<file path="config.mk">
export PLATFORM = sky130hd
export DESIGN_NAME = tsm_monitor
export DESIGN_NICKNAME = d
export VERILOG_FILES = /design/src/rtl/tsm_pkg.sv /design/src/rtl/tsm_monitor.sv
export SDC_FILE = /design/constraint.sdc
export NUM_CORES = 1
export LEC_CHECK = 0
export BUFFER_PORTS_ARGS = -buffer_cell sky130_fd_sc_hd__buf_2
export CORE_AREA = 2 2 108 137
export DETAILED_ROUTE_END_ITERATION = 7
export DIE_AREA = 0 0 110 139
export GPL_TIMING_DRIVEN = 0
export PLACE_DENSITY = 0.78
export SLEW_MARGIN = 20
export SYNTH_ARGS = -nofsm -noshare
export SYNTH_HDL_FRONTEND = slang
export SYNTH_SLANG_ARGS = --single-unit
export TNS_END_PERCENT = 20
</file>
<file path="constraint.sdc">
create_clock -name clk_i -period 2.3 [get_ports clk_i]
set_clock_uncertainty 0.1 [all_clocks]
set_input_delay 0.345 -clock clk_i [delete_from_list [all_inputs] [get_ports clk_i]]
set_output_delay 0.345 -clock clk_i [all_outputs]
set_load 0.02 [all_outputs]
</file>
<file path="src/rtl/tsm_pkg.sv">
// Constants for the thermal sensor monitor: offsets, fields, resets, timing
package tsm_pkg;
    // Register byte offsets on the configuration path
    localparam logic [11:0] OFF_EVT_MASK   = 12'h538;
    localparam logic [11:0] OFF_THR_STAT   = 12'h53C;
    localparam logic [11:0] OFF_TEST_CTRL  = 12'h5D4;
    localparam logic [11:0] OFF_CONV_CTRL  = 12'h5D8;

    // Threshold and status word
    localparam int THR_OVER_LSB  = 0;   // Over-threshold bits 2:0
    localparam int THR_FLD0_LSB  = 24;  // Sensor 0 threshold 25:24
    localparam int THR_FLD1_LSB  = 26;
    localparam int THR_FLD2_LSB  = 28;
    localparam int THR_AUTO_BIT  = 31;

    // Conversion control word
    localparam int CONV_BURST_BIT = 0;
    localparam int CONV_SINGLE_BIT = 1;
    localparam int CONV_PD_BIT    = 2;
    localparam int CONV_DATA_LSB  = 8;  // Result 19:8
    localparam int CONV_DONE_BIT  = 23;

    // Test control word
    localparam int TEST_ITEM_LSB  = 0;  // 3:0
    localparam int TEST_SEL_LSB   = 4;  // 5:4
    localparam int TEST_EN_BIT    = 6;
    localparam int TEST_PASS_BIT  = 8;
    localparam int TEST_M8_BIT    = 9;
    localparam int TEST_M9_BIT    = 10;
    localparam int TEST_DONE_BIT  = 15;
    localparam logic [1:0] TEST_SEL_RSVD = 2'h3;

    // Event status and mask word
    localparam int EVT_STAT_LSB   = 0;  // 2:0, write one to clear
    localparam int EVT_MASK_LSB   = 16; // 18:16

    // Reset values
    localparam logic [1:0]  THR_RST      = 2'h0;
    localparam logic [2:0]  EVT_MASK_RST = 3'h7;
    localparam logic [3:0]  TEST_ITEM_RST = 4'h0;
    localparam logic [11:0] RESULT_RST   = 12'h000;

    // Trip points in degrees, result code read as whole degrees
    localparam logic [11:0] TRIP_00 = 12'h06E; // 110
    localparam logic [11:0] TRIP_01 = 12'h078; // 120
    localparam logic [11:0] TRIP_10 = 12'h082; // 130
    localparam logic [11:0] TRIP_11 = 12'h08C; // 140

    // Burst conversion period
    localparam int CLK_MHZ         = 100;
    localparam int BURST_PERIOD_US = 1000;
    localparam int BURST_CYC       = BURST_PERIOD_US * CLK_MHZ;
endpackage

</file>
<file path="src/rtl/tsm_monitor.sv">
// Thermal sensor monitor: conversion control, thresholds, events, digital test
`timescale 1ns/10ps
module tsm_monitor #(
    parameter int BURST_CYC = tsm_pkg::BURST_CYC  // Cycles between burst conversions
) (
    input  wire logic        clk_i,          // Core clock, 100 MHz
    input  wire logic        rst_i,          // Synchronous reset, active high
    input  wire logic        cfg_wr_i,       // Register write strobe
    input  wire logic        cfg_rd_i,       // Register read strobe
    input  wire logic [11:0] cfg_addr_i,     // Register byte offset
    input  wire logic [31:0] cfg_wdata_i,    // Write data
    output logic      [31:0] cfg_rdata_o,    // Read data, registered
    output logic             cfg_ack_o,      // Access done pulse
    output logic             sens_pd_o,      // Sensor power down
    output logic             sens_start_o,   // Conversion request level
    input  wire logic        sens_done_i,    // Conversion done from sensor
    input  wire logic [11:0] sens_t0_i,      // Sensor 0 result
    input  wire logic [11:0] sens_t1_i,      // Sensor 1 result
    input  wire logic [11:0] sens_t2_i,      // Sensor 2 result
    output logic             dtest_en_o,     // Digital test enable
    output logic      [3:0]  dtest_item_o,   // Test item select
    output logic      [1:0]  dtest_sel_o,    // Sensor under test
    input  wire logic [3:0]  dtest_stat_i,   // {done, mode9, mode8, pass}
    output logic             therm_evt_o     // Unmasked thermal event
);
    typedef enum logic {ST_IDLE, ST_CONV} tsm_state_t;

    tsm_state_t  state_r;
    tsm_state_t  state_nxt;
    logic [1:0]  thr_r [3];
    logic        auto_r;
    logic        burst_r;
    logic        single_r;
    logic        pd_r;
    logic        single_pend_r;
    logic        conv_done_r;
    logic [11:0] res_r [3];
    logic [2:0]  over_r;
    logic [2:0]  evt_r;
    logic [2:0]  mask_r;
    logic [3:0]  item_r;
    logic [1:0]  sel_r;
    logic        test_en_r;
    logic [19:0] per_cnt_r;
    logic        burst_tick_r;
    logic        done_s1_r;
    logic        done_s2_r;
    logic        done_s3_r;
    logic [35:0] dat_s1_r;
    logic [35:0] dat_s2_r;
    logic [3:0]  dts_s1_r;
    logic [3:0]  dts_s2_r;

    // Address decode
    wire wr_thr  = cfg_wr_i && (cfg_addr_i == tsm_pkg::OFF_THR_STAT);
    wire wr_evt  = cfg_wr_i && (cfg_addr_i == tsm_pkg::OFF_EVT_MASK);
    wire wr_test = cfg_wr_i && (cfg_addr_i == tsm_pkg::OFF_TEST_CTRL);
    wire wr_conv = cfg_wr_i && (cfg_addr_i == tsm_pkg::OFF_CONV_CTRL);

    // Trip point lookup and compare per sensor
    logic [11:0] trip [3];
    logic [2:0]  over_cmp;
    for (genvar g = 0; g < 3; g++) begin : g_cmp
        assign trip[g] = (thr_r[g] == 2'h0) ? tsm_pkg::TRIP_00 :
                         (thr_r[g] == 2'h1) ? tsm_pkg::TRIP_01 :
                         (thr_r[g] == 2'h2) ? tsm_pkg::TRIP_10 : tsm_pkg::TRIP_11;
        assign over_cmp[g] = res_r[g] > trip[g];
    end
    wire [2:0] over_rise = over_cmp & ~over_r;

    wire done_edge  = done_s2_r && !done_s3_r;
    wire periodic   = burst_r || auto_r;
    wire launch     = (state_r == ST_IDLE) && !pd_r && (single_pend_r || burst_tick_r);
    wire conv_fin   = (state_r == ST_CONV) && done_edge;

    always_comb begin
        state_nxt = state_r;
        case (state_r)
            ST_IDLE: if (launch) state_nxt = ST_CONV;
            ST_CONV: if (done_edge || pd_r) state_nxt = ST_IDLE;
            default: state_nxt = ST_IDLE;
        endcase
    end

    assign sens_start_o = (state_r == ST_CONV) && !pd_r;
    assign sens_pd_o    = pd_r;
    assign dtest_en_o   = test_en_r && (sel_r != tsm_pkg::TEST_SEL_RSVD);
    assign dtest_item_o = item_r;
    assign dtest_sel_o  = sel_r;
    assign therm_evt_o  = |(evt_r & ~mask_r);

    // Read data words
    wire [31:0] rd_thr  = {auto_r, 1'b0, thr_r[2], thr_r[1], thr_r[0], 21'h0, over_r};
    wire [31:0] rd_evt  = {13'h0, mask_r, 13'h0, evt_r};
    wire [31:0] rd_conv = {8'h0, conv_done_r, 3'h0, res_r[0], 5'h0, pd_r, single_r, burst_r};
    wire [31:0] rd_test = {16'h0, dts_s2_r[3], 4'h0, dts_s2_r[2:0], 1'b0, test_en_r, sel_r,
                           item_r};
    wire [31:0] rd_mux  = (cfg_addr_i == tsm_pkg::OFF_THR_STAT)  ? rd_thr  :
                          (cfg_addr_i == tsm_pkg::OFF_EVT_MASK)  ? rd_evt  :
                          (cfg_addr_i == tsm_pkg::OFF_CONV_CTRL) ? rd_conv :
                          (cfg_addr_i == tsm_pkg::OFF_TEST_CTRL) ? rd_test : 32'h0;

    // Bus answer
    always_ff @(posedge clk_i) begin
        if (rst_i) begin
            cfg_ack_o   <= 1'b0;
            cfg_rdata_o <= 32'h0;
        end else begin
            cfg_ack_o <= cfg_wr_i || cfg_rd_i;
            if (cfg_rd_i) cfg_rdata_o <= rd_mux;
        end
    end

    // Synchronisers for sensor and test macro outputs
    always_ff @(posedge clk_i) begin
        if (rst_i) begin
            done_s1_r <= 1'b0;
            done_s2_r <= 1'b0;
            done_s3_r <= 1'b0;
            dat_s1_r  <= 36'h0;
            dat_s2_r  <= 36'h0;
            dts_s1_r  <= 4'h0;
            dts_s2_r  <= 4'h0;
        end else begin
            done_s1_r <= sens_done_i;
            done_s2_r <= done_s1_r;
            done_s3_r <= done_s2_r;
            dat_s1_r  <= {sens_t2_i, sens_t1_i, sens_t0_i};
            dat_s2_r  <= dat_s1_r;
            dts_s1_r  <= dtest_stat_i;
            dts_s2_r  <= dts_s1_r;
        end
    end

    // Software controls
    always_ff @(posedge clk_i) begin
        if (rst_i) begin
            thr_r     <= '{default: tsm_pkg::THR_RST};
            auto_r    <= 1'b0;
            burst_r   <= 1'b0;
            single_r  <= 1'b0;
            pd_r      <= 1'b0;
            mask_r    <= tsm_pkg::EVT_MASK_RST;
            item_r    <= tsm_pkg::TEST_ITEM_RST;
            sel_r     <= 2'h0;
            test_en_r <= 1'b0;
        end else begin
            if (wr_thr) begin
                thr_r[0] <= cfg_wdata_i[tsm_pkg::THR_FLD0_LSB +: 2];
                thr_r[1] <= cfg_wdata_i[tsm_pkg::THR_FLD1_LSB +: 2];
                thr_r[2] <= cfg_wdata_i[tsm_pkg::THR_FLD2_LSB +: 2];
                auto_r   <= cfg_wdata_i[tsm_pkg::THR_AUTO_BIT];
            end
            if (wr_conv) begin
                burst_r  <= cfg_wdata_i[tsm_pkg::CONV_BURST_BIT];
                single_r <= cfg_wdata_i[tsm_pkg::CONV_SINGLE_BIT];
                pd_r     <= cfg_wdata_i[tsm_pkg::CONV_PD_BIT];
            end
            if (wr_evt) mask_r <= cfg_wdata_i[tsm_pkg::EVT_MASK_LSB +: 3];
            if (wr_test) begin
                item_r    <= cfg_wdata_i[tsm_pkg::TEST_ITEM_LSB +: 4];
                sel_r     <= cfg_wdata_i[tsm_pkg::TEST_SEL_LSB +: 2];
                test_en_r <= cfg_wdata_i[tsm_pkg::TEST_EN_BIT];
            end
        end
    end

    // Burst period; the first periodic conversion waits one full period
    always_ff @(posedge clk_i) begin
        if (rst_i || !periodic) begin
            per_cnt_r    <= 20'h0;
            burst_tick_r <= 1'b0;
        end else begin
            if (per_cnt_r == 20'(BURST_CYC - 1)) begin
                per_cnt_r    <= 20'h0;
                burst_tick_r <= 1'b1;
            end else begin
                per_cnt_r <= per_cnt_r + 20'h1;
                if (launch) burst_tick_r <= 1'b0;
            end
        end
    end

    // Conversion sequencing and result capture
    always_ff @(posedge clk_i) begin
        if (rst_i) begin
            state_r       <= ST_IDLE;
            single_pend_r <= 1'b0;
            conv_done_r   <= 1'b0;
            res_r         <= '{default: tsm_pkg::RESULT_RST};
            over_r        <= 3'h0;
            evt_r         <= 3'h0;
        end else begin
            state_r <= state_nxt;
            // A new single request wins over the launch that consumes the old one
            if (wr_conv && cfg_wdata_i[tsm_pkg::CONV_SINGLE_BIT])
                single_pend_r <= 1'b1;
            else if (launch)
                single_pend_r <= 1'b0;
            if (launch) conv_done_r <= 1'b0;
            else if (conv_fin) conv_done_r <= 1'b1;
            if (conv_fin) begin
                res_r[0] <= dat_s2_r[11:0];
                res_r[1] <= dat_s2_r[23:12];
                res_r[2] <= dat_s2_r[35:24];
            end
            over_r <= over_cmp;
            // Set wins over a same-cycle write-one clear
            evt_r  <= (evt_r & ~(wr_evt ? cfg_wdata_i[tsm_pkg::EVT_STAT_LSB +: 3] : 3'h0))
                      | over_rise;
        end
    end

    // Checks
    done_clr_a: assert property (@(posedge clk_i) disable iff (rst_i)
        launch |=> !conv_done_r && (state_r == ST_CONV))
        else $error("done flag not cleared at conversion start");
    result_hold_a: assert property (@(posedge clk_i) disable iff (rst_i)
        !conv_fin |=> $stable(res_r[0]) && (conv_done_r || !$past(conv_done_r)
        || $past(launch)))
        else $error("result changed without a completed conversion");
    done_set_a: assert property (@(posedge clk_i) disable iff (rst_i)
        conv_fin |=> conv_done_r && res_r[0] == $past(dat_s2_r[11:0]))
        else $error("result or done not updated on completion");
    pd_block_a: assert property (@(posedge clk_i) disable iff (rst_i)
        pd_r |-> !sens_start_o && sens_pd_o ##1 (state_r == ST_IDLE))
        else $error("conversion active while powered down");
    single_go_a: assert property (@(posedge clk_i) disable iff (rst_i)
        (wr_conv && cfg_wdata_i[1] && !cfg_wdata_i[2] && state_r == ST_IDLE)
        |=> ##[0:1] sens_start_o)
        else $error("single request did not start a conversion");
    evt_latch_a: assert property (@(posedge clk_i) disable iff (rst_i)
        over_rise[0] |=> evt_r[0])
        else $error("event bit lost");
    over_cmp_a: assert property (@(posedge clk_i) disable iff (rst_i)
        (res_r[1] > trip[1]) ##1 (res_r[1] > trip[1]) |-> over_r[1])
        else $error("over-threshold status wrong");
    mask_gate_a: assert property (@(posedge clk_i) disable iff (rst_i)
        (mask_r == 3'h7) |-> !therm_evt_o)
        else $error("masked event reached output");
    // Checked only on the first edge after release; the very first edge still sees unreset flops
    reset_val_a: assert property (@(posedge clk_i)
        $past(rst_i) && !rst_i
        |-> thr_r[2] == 2'h0 && !auto_r && mask_r == 3'h7 && res_r[0] == 12'h0)
        else $error("bad reset value");
    sel_rsvd_a: assert property (@(posedge clk_i) disable iff (rst_i)
        (sel_r == 2'h3) |-> !dtest_en_o)
        else $error("test enabled on reserved select");

    conv_cov_c:  cover property (@(posedge clk_i) disable iff (rst_i) launch ##[1:20] conv_fin);
    burst_cov_c: cover property (@(posedge clk_i) disable iff (rst_i)
        periodic && burst_tick_r && launch);
    evt_cov_c:   cover property (@(posedge clk_i) disable iff (rst_i) therm_evt_o);
    test_cov_c:  cover property (@(posedge clk_i) disable iff (rst_i) dtest_en_o && dts_s2_r[3]);
endmodule

</file>
==> summary.txt, run 1 <==
STA
  • Tightest Pin Transition: 1.07 ns
  • Crit share post-route: roughly 94%
  • Total negative slack: 0 ns
  • Final hold vios: 0
  • Relative slew slack: approximately 28%
  • RSZ-0062 raised after global routing: false
  • Setup violators final: 0
  • Min cycle time layout: about 2.2 ns
  • Fmax: 465 MHz
  • Slew Limit Fails: 0

Synthesis
  • Largest family of logic cells by synthesized area: simple AND/OR/NAND/NOR gates
  • Post-synth EDFFs: 0
  • Syn. warnings: 0
  • Adder-cell area share of the yosys netlist: a little under 6%
  • Register bit total from synthesis: 197
  • Share of flip-flops with an asynchronous set or reset: 0%
  • Syn Inst Count: 811
  • Avg Cell Area, Syn: roughly 9.3 um^2
  • Post-synthesis compound-gate area fraction: between 10% and 20%
  • Main flop type after synthesis: dfxtp_1
  • Cell area after synthesis: approximately 0.0076 mm^2
  • XOR/XNOR Fraction of Synth Area: under 10%
  • Simple-gate share of the synthesized area: between 20% and 30%
  • Post-synthesis sequential area ratio: a little over half
  • Yosys cell types: 57
  • Mux share of post-synthesis cell area: 1.59%

Global routing
  • Initial antenna violation count: 0
  • Largest net degree at the start of global routing: 21
  • GRT overflow: 0
  • Vias in the first global route: between 5k and 6k
  • Total track usage: approximately 23%
  • Wire length of the first global-routing pass: 27200 um

Worst setup path
  • CP max FO: 6
  • Crit end category: flip-flop
  • CP arrival: between 2 and 2.5 ns
  • CP required: roughly 2.5 ns
  • CP Launch Type: flip-flop
  • Crit Path Class: reg -> reg

Clock network
  • CTS tree: done
  • Post-CTS setup buffer count: 0
  • Hold Buf Count CTS: 0
  • Worst skew pair latency: around 0.43 ns
  • H-tree depth: 4
  • CTS buffer count: 17
  • Clock root buffer: clkbuf_16
  • Clock Tree Buf Depth: 2
  • Reg clk slew, reported paths: roughly 0.080 ns
  • Sink Count: around 200

Drt
  • WL per Instance: approximately 15 um
  • Drt via density: 5.26
  • Post-Route WL: between 15000 and 20000 um
  • Starting DRT DRC Count: 311
  • Antenna Nets Post-Route: 0
  • First-pass DRT Iterations: 5
  • Residual DRC count: 0
  • Routed via count: roughly 6.0k

Floorplan
  • Die H: 139 um
  • Die Wd: 110 um
  • Core ar.: 0.0140 mm^2
  • Starting Density: about 54%
  • Ports: 132
  • Row Count: slightly below 50
  • DIE AREA: approximately 0.015 mm^2

Place
  • Detailed Place HPWL: 12300 um
  • Routability-driven placement congestion ratio: about 0.9
  • Port bufs: approximately 110
  • Placed cells: between 1k and 1.5k

Min path
  • Worst Hold Class: in -> reg

Final layout
  • Most common cell after layout, fill and taps aside: dfxtp_1
  • Non-Filler Instances: 1135
  • Final core utilization: 64.1%
  • Most frequent cells in the layout: dfxtp_1, buf_2, nor2b_1
  • Area growth syn-to-layout: 18.8%
  • N_diodes: 0
  • Share of cells above drive strength 1: roughly a fifth
  • Fin nets: between 1k and 1.5k

Power
  • Pwr dens: ~750 mW/mm^2
  • Leak: between 3 and 4 nW
  • VDD IR max: slightly above 0.0005 V

Status
  • Status: finished, final reports clean

Run
  • Max_cap viols: 0
kinds of logic (layout without fill, tap and decap cells):
kind of cell	after synthesis	in the layout
AND/OR/NAND/NOR	341	341
flip-flops	197	197
AO/OA/AOI/OAI	143	143
buffers and inverters	70	212
adder cells (fa/ha/maj)	35	35
XOR/XNOR	12	12
multiplexers	12	12
other	1	5
final cells by class:
cell class	instances	area [um^2]
flip-flops and latches	197	3950
multi-input cells	548	3370
clock buffers	17	425
clock inverters	15	181
repair buffers	110	553
well taps	178	223
inverters	24	90.1
fillers	1154	5040
plain buffers	46	204
through the flow:
step                      hold WS, ns  total power [mW]  setup slack, ns  area, um^2
final                          0.0193              6.71            0.149        9000
after global routing          0.00798              6.91          0.00421        9000
after CTS                     0.00797              6.74           0.0156        8980
after floorplan                 0.314              3.71            0.357        7590
after global placement          0.317              3.82           -0.594        8360
after detailed placement        0.320              3.83          -0.0539        8370
cells in the mapped netlist (2+ instances only):
| cell | instances | area [um^2] |
|---|---|---|
| a211o_1 | 3 | 26.3 |
| a211oi_1 | 3 | 22.5 |
| a21oi_1 | 85 | 425 |
| a22o_1 | 3 | 26.3 |
| a22oi_1 | 3 | 22.5 |
| a2bb2oi_1 | 3 | 26.3 |
| and3_1 | 7 | 43.8 |
| and4_1 | 3 | 26.3 |
| buf_1 | 3 | 11.3 |
| buf_2 | 4 | 20.0 |
| buf_4 | 5 | 37.5 |
| clkbuf_1 | 33 | 124 |
| dfxtp_1 | 197 | 3940 |
| ha_1 | 35 | 438 |
| inv_1 | 24 | 90.1 |
| mux2i_1 | 12 | 120 |
| nand2_1 | 79 | 297 |
| nand2b_1 | 13 | 81.3 |
| nand3_1 | 37 | 185 |
| nand3b_1 | 5 | 37.5 |
| nand4_1 | 6 | 37.5 |
| nand4b_1 | 4 | 35.0 |
| nand4bb_1 | 2 | 22.5 |
| nor2_1 | 43 | 161 |
| nor2b_1 | 97 | 607 |
| nor3_1 | 8 | 40.0 |
| nor4_1 | 8 | 50.1 |
| o211ai_1 | 3 | 22.5 |
| o21ai_0 | 20 | 100 |
| o22ai_1 | 3 | 18.8 |
| o2bb2ai_1 | 3 | 26.3 |
| o31ai_1 | 5 | 37.5 |
| o32ai_1 | 3 | 26.3 |
| or2_2 | 10 | 62.6 |
| or4_1 | 7 | 52.6 |
| xnor2_1 | 6 | 52.6 |
| xor2_1 | 6 | 52.6 |
metal layers:
metal	vias up	GRT usage (%)	wire, um
met5	-	0	0
met4	0	8.86	298
met3	17	4.37	772
met2	150	38.8	8500
met1	2795	27.9	7270
li1	3008	-	-
state kept, by name, indices dropped and copies added, names as in the netlist, 2 cells and up:
name,flops
rd_thr,6
dts_s1_r,4
rd_conv,12
dat_s1_r,36
cfg_rdata_o,27
mask_r,3
per_cnt_r,20
res_r,24
dat_s2_r,36
over_r,3
dtest_item_o,4
dtest_sel_o,2
evt_r,3
dts_s2_r,4
report_power, final:
group          switching, mW  leakage (nW)  internal, mW
sequential            0.0160          1.61          3.47
clock                   1.40         0.290          1.56
combinational          0.144          1.59         0.111
total                   1.56          3.49          5.15
repair_timing:
item,CTS,global route
endpoints found under the hold margin,0,0
gates resized for setup,2,7
endpoints found under the setup margin,2,5
critical path, cell delays in order (launching register included):
cell,delay [ns]
dfxtp_2,0.42
inv_1,0.10
ha_1,0.19
or2_2,0.32
inv_1,0.06
ha_1,0.23
o21ai_0,0.18
o211ai_1,0.10
o2bb2ai_1,0.23
o32ai_1,0.10
final timing paths:
| path | from | cells after the start | to | slack (ns) |
|---|---|---|---|---|
| worst max-delay path | rd_thr[25]$_SDFFE_PP0P_ | 9 | evt_r[0]$_SDFF_PP0_ | 0.15 |
| worst min register to register | dts_s1_r[1]$_SDFF_PP0_ | 1 | dts_s2_r[1]$_SDFF_PP0_ | 0.33 |
| worst max register to register | rd_thr[25]$_SDFFE_PP0P_ | 9 | evt_r[0]$_SDFF_PP0_ | 0.15 |
| worst min-delay path | sens_t1_i[9] | 2 | dat_s1_r[21]$_SDFF_PP0_ | 0.02 |
Note: power is estimated with default switching activity, not from simulation.
==> inputs of run 2 (changes only) <==
- CAP_MARGIN: default -> 20
- SETUP_SLACK_MARGIN: default -> 0.4
- TNS_END_PERCENT: 20 -> default
==> run 2 against run 1 <==
Compared with the run above: first-iteration DRC count up 37%; via count rose by 4.5%; sequential power hardly changed; final area is 5.8% higher; clock power grew 5%; die area unchanged; register-to-register slack improved by 0.15 ns; highest routed layer unchanged.
==> summary.txt, run 2 (synthesis results as in run 1) <==
Worst setup path
  • Cell mode on critical path: ha_4
  • Crit Path Class: reg -> reg
  • Family with the most delay on the worst path: simple AND/OR/NAND/NOR gates
  • CP arrival: 2.21 ns (-0.14 ns)
  • CP max stage delay: 0.40 ns (-0.02 ns)
  • CP Launch Type: flip-flop
  • CP max FO: 4 (-2)
  • Crit end category: flip-flop
  • CP required: 2.51 ns (about the same)
  • Crit path cell chain: inv_4, ha_4, or2_4, ha_4, nand4_1, nor2_2, o2bb2ai_2, o32ai_2
  • Worst Path Buf+Inv: 1 (-1)
  • Slowest cell on crit path: dfxtp_4

Power
  • Leak: 3.69 nW (+5.9%)
  • VDD IR max: 0.000510 V (-1.8%)
  • Tot Pwr: 6.84 mW (+2.0%)
  • Pwr dens: 719 mW/mm^2 (-3.5%)

Clock network
  • H-tree depth: 4 (unchanged)
  • Sink Count: 197 (unchanged)
  • CTS buffer count: 17 (unchanged)
  • CTS tree: done
  • Clock root buffer: clkbuf_16
  • Reg clk slew, reported paths: 0.08 ns (about the same)
  • Worst skew pair latency: 0.43 ns (about the same)
  • Clock Tree Buf Depth: 2 (unchanged)

Final layout
  • Leading registers by flop count: dat_s1_r (36), dat_s2_r (36), cfg_rdata_o (27)
  • Non-Filler Instances: 1153 (+1.6%)
  • Cell area after layout: 0.00952 mm^2 (+5.8%)
  • Most common cell after layout, fill and taps aside: dfxtp_1
  • Most frequent cells in the layout: dfxtp_1, buf_2, nor2b_1
  • Area growth syn-to-layout: 25.6%
  • N_diodes: 0 (unchanged)
  • Fill cells: 1070 (-7.3%)
  • Fin nets: 1086 (+1.7%)
  • Share of cells above drive strength 1: 26.2% (+7.4 points)

Floorplan
  • DIE AREA: 0.0153 mm^2 (unchanged)
  • Ports: 132 (unchanged)
  • Row Count: 49 (unchanged)
  • Core ar.: 0.0140 mm^2 (unchanged)
  • Starting Density: 54.0% (unchanged)
  • Die Wd: 110 um (unchanged)
  • Die H: 139 um (unchanged)

Global routing
  • Largest net degree at the start of global routing: 20 (-4.8%)
  • Wire length of the first global-routing pass: 28500 um (+4.8%)
  • Initial antenna violation count: 0 (unchanged)
  • Vias in the first global route: 5980 (+6.0%)
  • GRT overflow: 0 (unchanged)
  • Total track usage: 23.9% (+1.2 points)

Drt
  • Post-Route WL: 18100 um (+7.7%)
  • Starting DRT DRC Count: 427 (+37%)
  • Residual DRC count: 0 (unchanged)
  • First-pass DRT Iterations: 5 (unchanged)
  • Drt via density: 5.41 (+2.9%)
  • Antenna Nets Post-Route: 0 (unchanged)
  • Routed via count: 6241 (+4.5%)
  • WL per Instance: 15.7 um (+6.0%)

Place
  • Placed cells: 1103 (unchanged)
  • Detailed Place HPWL: 12200 um (-0.67%)
  • Instance area at placement: 0.00838 mm^2 (about the same)
  • Port bufs: 109 (unchanged)
  • Routability-driven placement congestion ratio: 0.895 (-0.49%)

STA
  • Total negative slack: 0 ns (unchanged)
  • RSZ-0062 raised after global routing: true
  • Fmax: 499 MHz (+7.4%)
  • Final hold vios: 0 (unchanged)
  • Crit share post-route: 87.1% (-6.5 points)
  • Setup violators final: 0 (unchanged)
  • Relative slew slack: 50.1% (+22 points)
  • Min cycle time layout: 2.00 ns (-0.149 ns)
  • Slew Limit Fails: 0 (unchanged)
  • Tightest Pin Transition: 0.748 ns (-0.325 ns)
  • Hold WS: 0.0123 ns (-0.00693 ns)

Status
  • Status: finished, final reports clean

Min path
  • Worst Hold Class: in -> reg

Run
  • Max_cap viols: 0 (unchanged)
==> run 2: cell count changes in the layout (fill, tap and decap cells not counted), sizes merged <==
cell | before | now
buf | 123 | 141
clkbuf | 50 | 52
clkinvlp | 2 | 1
bufinv | 1 | 2
clkinv | 5 | 3
==> run 2: timing repair <==
item	CTS	global route
buffers inserted	13	5
pin swaps	24	22
hold buffers	0	0
resized for setup	79	27
endpoints found under the setup margin	29	52
==> run 2: through the flow <==
step	util, %	worst slack [ns]
6_report	67.8	0.298
5_1_grt	67.8	0.231
4_1_cts	66.7	0.342
3_5_place_dp	59.7	-0.0779
3_3_place_gp	59.6	-0.619
2_1_floorplan	-	0.398
==> run 2: area by class of cell <==
| cell class | count | area, um^2 | share of cell area, % |
|---|---|---|---|
| well taps | 178 | 223 | 2.34 |
| clock buffers | 19 | 443 | 4.65 |
| plain buffers | 46 | 229 | 2.41 |
| repair buffers | 128 | 699 | 7.35 |
| multi-input cells | 548 | 3650 | 38.3 |
| inverters | 24 | 108 | 1.13 |
| flip-flops and latches | 197 | 3990 | 41.9 |
| clock inverters | 13 | 183 | 1.92 |
==> run 2: path summary, 6_finish.rpt <==
kind | startpoint | end | slack (ns) | cells past startpoint
worst max-delay path | rd_thr[28]$_SDFFE_PP0P_ | evt_r[2]$_SDFF_PP0_ | 0.30 | 8
worst min-delay path | dtest_stat_i[3] | dts_s1_r[3]$_SDFF_PP0_ | 0.01 | 2
worst max register to register | rd_thr[28]$_SDFFE_PP0P_ | evt_r[2]$_SDFF_PP0_ | 0.30 | 8
worst min register to register | dat_s2_r[4]$_SDFF_PP0_ | rd_conv[12]$_SDFFE_PP0P_ | 0.33 | 2
==> run 2: where the power goes <==
part | switching, mW | total, mW | internal, mW
Combinational | 0.150 | 0.263 | 0.113
Sequential | 0.0151 | 3.48 | 3.47
Clock | 1.40 | 3.10 | 1.70
Total | 1.57 | 6.84 | 5.28
==> run 2: routing by layer <==
layer | wire [um] | global-route usage (%) | vias up
met5 | 0 | 0 | -
met4 | 790 | 13.2 | 0
met3 | 1040 | 5.36 | 66
met2 | 8920 | 40.2 | 246
met1 | 7390 | 27.6 | 2870
li1 | - | - | 3059
==> inputs of run 3 (changes only) <==
- PLACE_DENSITY: 0.78 -> default
- PLACE_DENSITY_LB_ADDON: default -> 0.1
==> run 3 against run 2 <==
Compared with the run above: sequential power is essentially flat; cell count rose by 0.43%; largest cell class unchanged; worst hold slack improved by 0.016 ns; setup slack improved by 0.061 ns; via count shrank 2.9%.
==> summary.txt, run 3 (synthesis results as in run 1) <==
Final layout
  • Fill cells: 1136 (+6.2%)
  • Leading registers by flop count: dat_s1_r (36), dat_s2_r (36), cfg_rdata_o (27)
  • Cell area after layout: 0.00954 mm^2 (+0.25%)
  • N_diodes: 0 (unchanged)
  • Fin nets: 1092 (+0.55%)
  • Area of the multi-input gates: 0.00369 mm^2 (+1.2%)
  • Most frequent cells in the layout: dfxtp_1, buf_2, nor2b_1
  • Area growth syn-to-layout: 25.9%
  • Most common cell after layout, fill and taps aside: dfxtp_1
  • Share of cells above drive strength 1: 27.9% (+1.7 points)
  • FF/Latch Area: 0.00399 mm^2 (about the same)

Floorplan
  • Core ar.: 0.0140 mm^2 (unchanged)
  • Die Wd: 110 um (unchanged)
  • Die H: 139 um (unchanged)
  • Ports: 132 (unchanged)
  • DIE AREA: 0.0153 mm^2 (unchanged)
  • Starting Density: 54.0% (unchanged)
  • Row Count: 49 (unchanged)

Global routing
  • GRT overflow: 0 (unchanged)
  • Vias in the first global route: 5802 (-3.0%)
  • Initial antenna violation count: 0 (unchanged)
  • Largest net degree at the start of global routing: 17 (-15%)
  • Wire length of the first global-routing pass: 27900 um (-1.9%)
  • Total track usage: 23.4% (-0.51 points)

Place
  • DP Worst Slack: -0.00250 ns (+0.0754 ns)
  • Detailed Place HPWL: 12500 um (+2.7%)
  • Instance area at placement: 0.00838 mm^2 (unchanged)
  • Routability-driven placement congestion ratio: 0.879 (-1.9%)
  • Port bufs: 109 (unchanged)

Worst setup path
  • CP max FO: 3 (-1)
  • R2r startpoint: rd_thr[25]$_SDFFE_PP0P_
  • Depth of the most critical reg-to-reg path: 9 (+1)
  • Slowest cell on crit path: dfxtp_4
  • CP required: 2.50 ns (about the same)
  • Crit path cell chain: inv_6, ha_4, or2_4, inv_2, ha_4, o21ai_2, o211ai_1, o2bb2ai_2, o32ai_2
  • CP arrival: 2.14 ns (-0.07 ns)
  • Crit end category: flip-flop
  • Cell mode on critical path: ha_4
  • FF-to-FF End: evt_r[0]$_SDFF_PP0_
  • Reg2Reg Setup Slack: 0.36 ns (+0.06 ns)
  • Crit path from: rd_thr[25]$_SDFFE_PP0P_
  • CP Launch Type: flip-flop
  • Crit Path Class: reg -> reg
  • CP max stage delay: 0.38 ns (-0.02 ns)

Status
  • Status: finished, final reports clean

STA
  • Final hold vios: 0 (unchanged)
  • Min cycle time layout: 1.94 ns (-0.0611 ns)
  • Relative slew slack: 47.5% (-2.6 points)
  • Crit share post-route: 84.4% (-2.7 points)
  • Tightest Pin Transition: 0.788 ns (+0.0393 ns)
  • Slew Limit Fails: 0 (unchanged)
  • Setup violators final: 0 (unchanged)
  • Setup ws final: 0.359 ns (+0.0611 ns)
  • RSZ-0062 raised after global routing: true
  • Fmax: 515 MHz (+3.1%)

Power
  • Tot Pwr: 6.50 mW (-5.0%)
  • Pwr dens: 682 mW/mm^2 (-5.2%)
  • VDD IR max: 0.000601 V (+18%)
  • Leak: 3.68 nW (-0.19%)

Clock network
  • CTS buffer count: 17 (unchanged)
  • Clock root buffer: clkbuf_16
  • Reg clk slew, reported paths: 0.07 ns (about the same)
  • CTS tree: done
  • H-tree depth: 4 (unchanged)
  • Sink Count: 197 (unchanged)
  • Hold Buf Count CTS: 0 (unchanged)
  • Clock Tree Buf Depth: 2 (unchanged)
  • Worst skew pair latency: 0.42 ns (about the same)

Min path
  • Hold Crit Endpoint: dts_s1_r[3]$_SDFF_PP0_
  • Hold path depth: 2 (unchanged)
  • Worst Hold Class: in -> reg
  • Worst Min Path Start: dtest_stat_i[3]

Drt
  • Antenna Nets Post-Route: 0 (unchanged)
  • Drt via density: 5.23 (-3.3%)
  • First-pass DRT Iterations: 5 (unchanged)
  • Routed via count: 6062 (-2.9%)
  • WL per Instance: 15.2 um (-3.4%)
  • Starting DRT DRC Count: 229 (-46%)
  • Residual DRC count: 0 (unchanged)
  • Post-Route WL: 17600 um (-2.9%)

Run
  • Max_cap viols: 0 (unchanged)
-- run 3: cell count changes in the layout (fill, tap and decap cells not counted), moves of 4 or more --
cell / delta
buf_4: +4
inv_8: -4
clkbuf_2: +6
ha_1: -5
-- run 3: power breakdown --
group          leakage (nW)  internal, mW  switching [mW]
combinational          1.80         0.112           0.143
sequential             1.62          3.47          0.0154
clock                 0.264          1.52            1.24
total                  3.68          5.10            1.40
-- run 3: worst max path at each step --
stage                             endpoint  cells after the start
3_5_place_dp   cfg_rdata_o[9]$_SDFFE_PP0P_                      5
6_report               evt_r[0]$_SDFF_PP0_                      9
5_1_grt                evt_r[1]$_SDFF_PP0_                      8
2_1_floorplan  cfg_rdata_o[0]$_SDFFE_PP0P_                      7
4_1_cts                evt_r[1]$_SDFF_PP0_                      8
3_3_place_gp   cfg_rdata_o[4]$_SDFFE_PP0P_                      5
-- run 3: critical path: cells and delay by family (launching register included) --
| kind | cells | cell delay [ns] |
|---|---|---|
| flops | 1 | 0.38 |
| fa+ha+maj | 2 | 0.34 |
| compound gates | 4 | 0.60 |
| buf+inv | 2 | 0.12 |
| simple gates | 1 | 0.26 |
-- run 3: cell type report --
class / count / share of cell area [%]
plain buffers: 46 / 2.50
clock buffers: 20 / 4.68
clock inverters: 11 / 1.10
inverters: 24 / 1.13
multi-input cells: 548 / 38.7
flip-flops and latches: 197 / 41.8
well taps: 178 / 2.33
repair buffers: 134 / 7.78
-- run 3: metrics by stage --
step / utilization (%) / hold WS [ns] / instances / TNS, ns
6_report: 68.0 / 0.0280 / 1158 / 0
5_1_grt: 68.0 / 0.0151 / 1158 / 0
4_1_cts: 66.6 / 0.0129 / 1150 / 0
3_5_place_dp: 59.7 / 0.323 / 1103 / -0.00250
3_3_place_gp: 59.6 / 0.322 / 1102 / -3.17
2_1_floorplan: - / 0.314 / 815 / 0
-- run 3: timing repair --
item,4_1_cts,5_1_grt
endpoints found under the setup margin,27,70
pin swaps,27,20
gates resized for setup,84,42
setup buffers,16,6
cloned,0,1
-- run 3: routing by layer --
metal / wire length [um] / up-vias / GRT usage (%)
met5: 0 / - / 0
met2: 8860 / 172 / 39.6
met1: 7520 / 2802 / 29.1
li1: - / 3057 / -
met3: 881 / 31 / 5.03
met4: 352 / 0 / 8.19
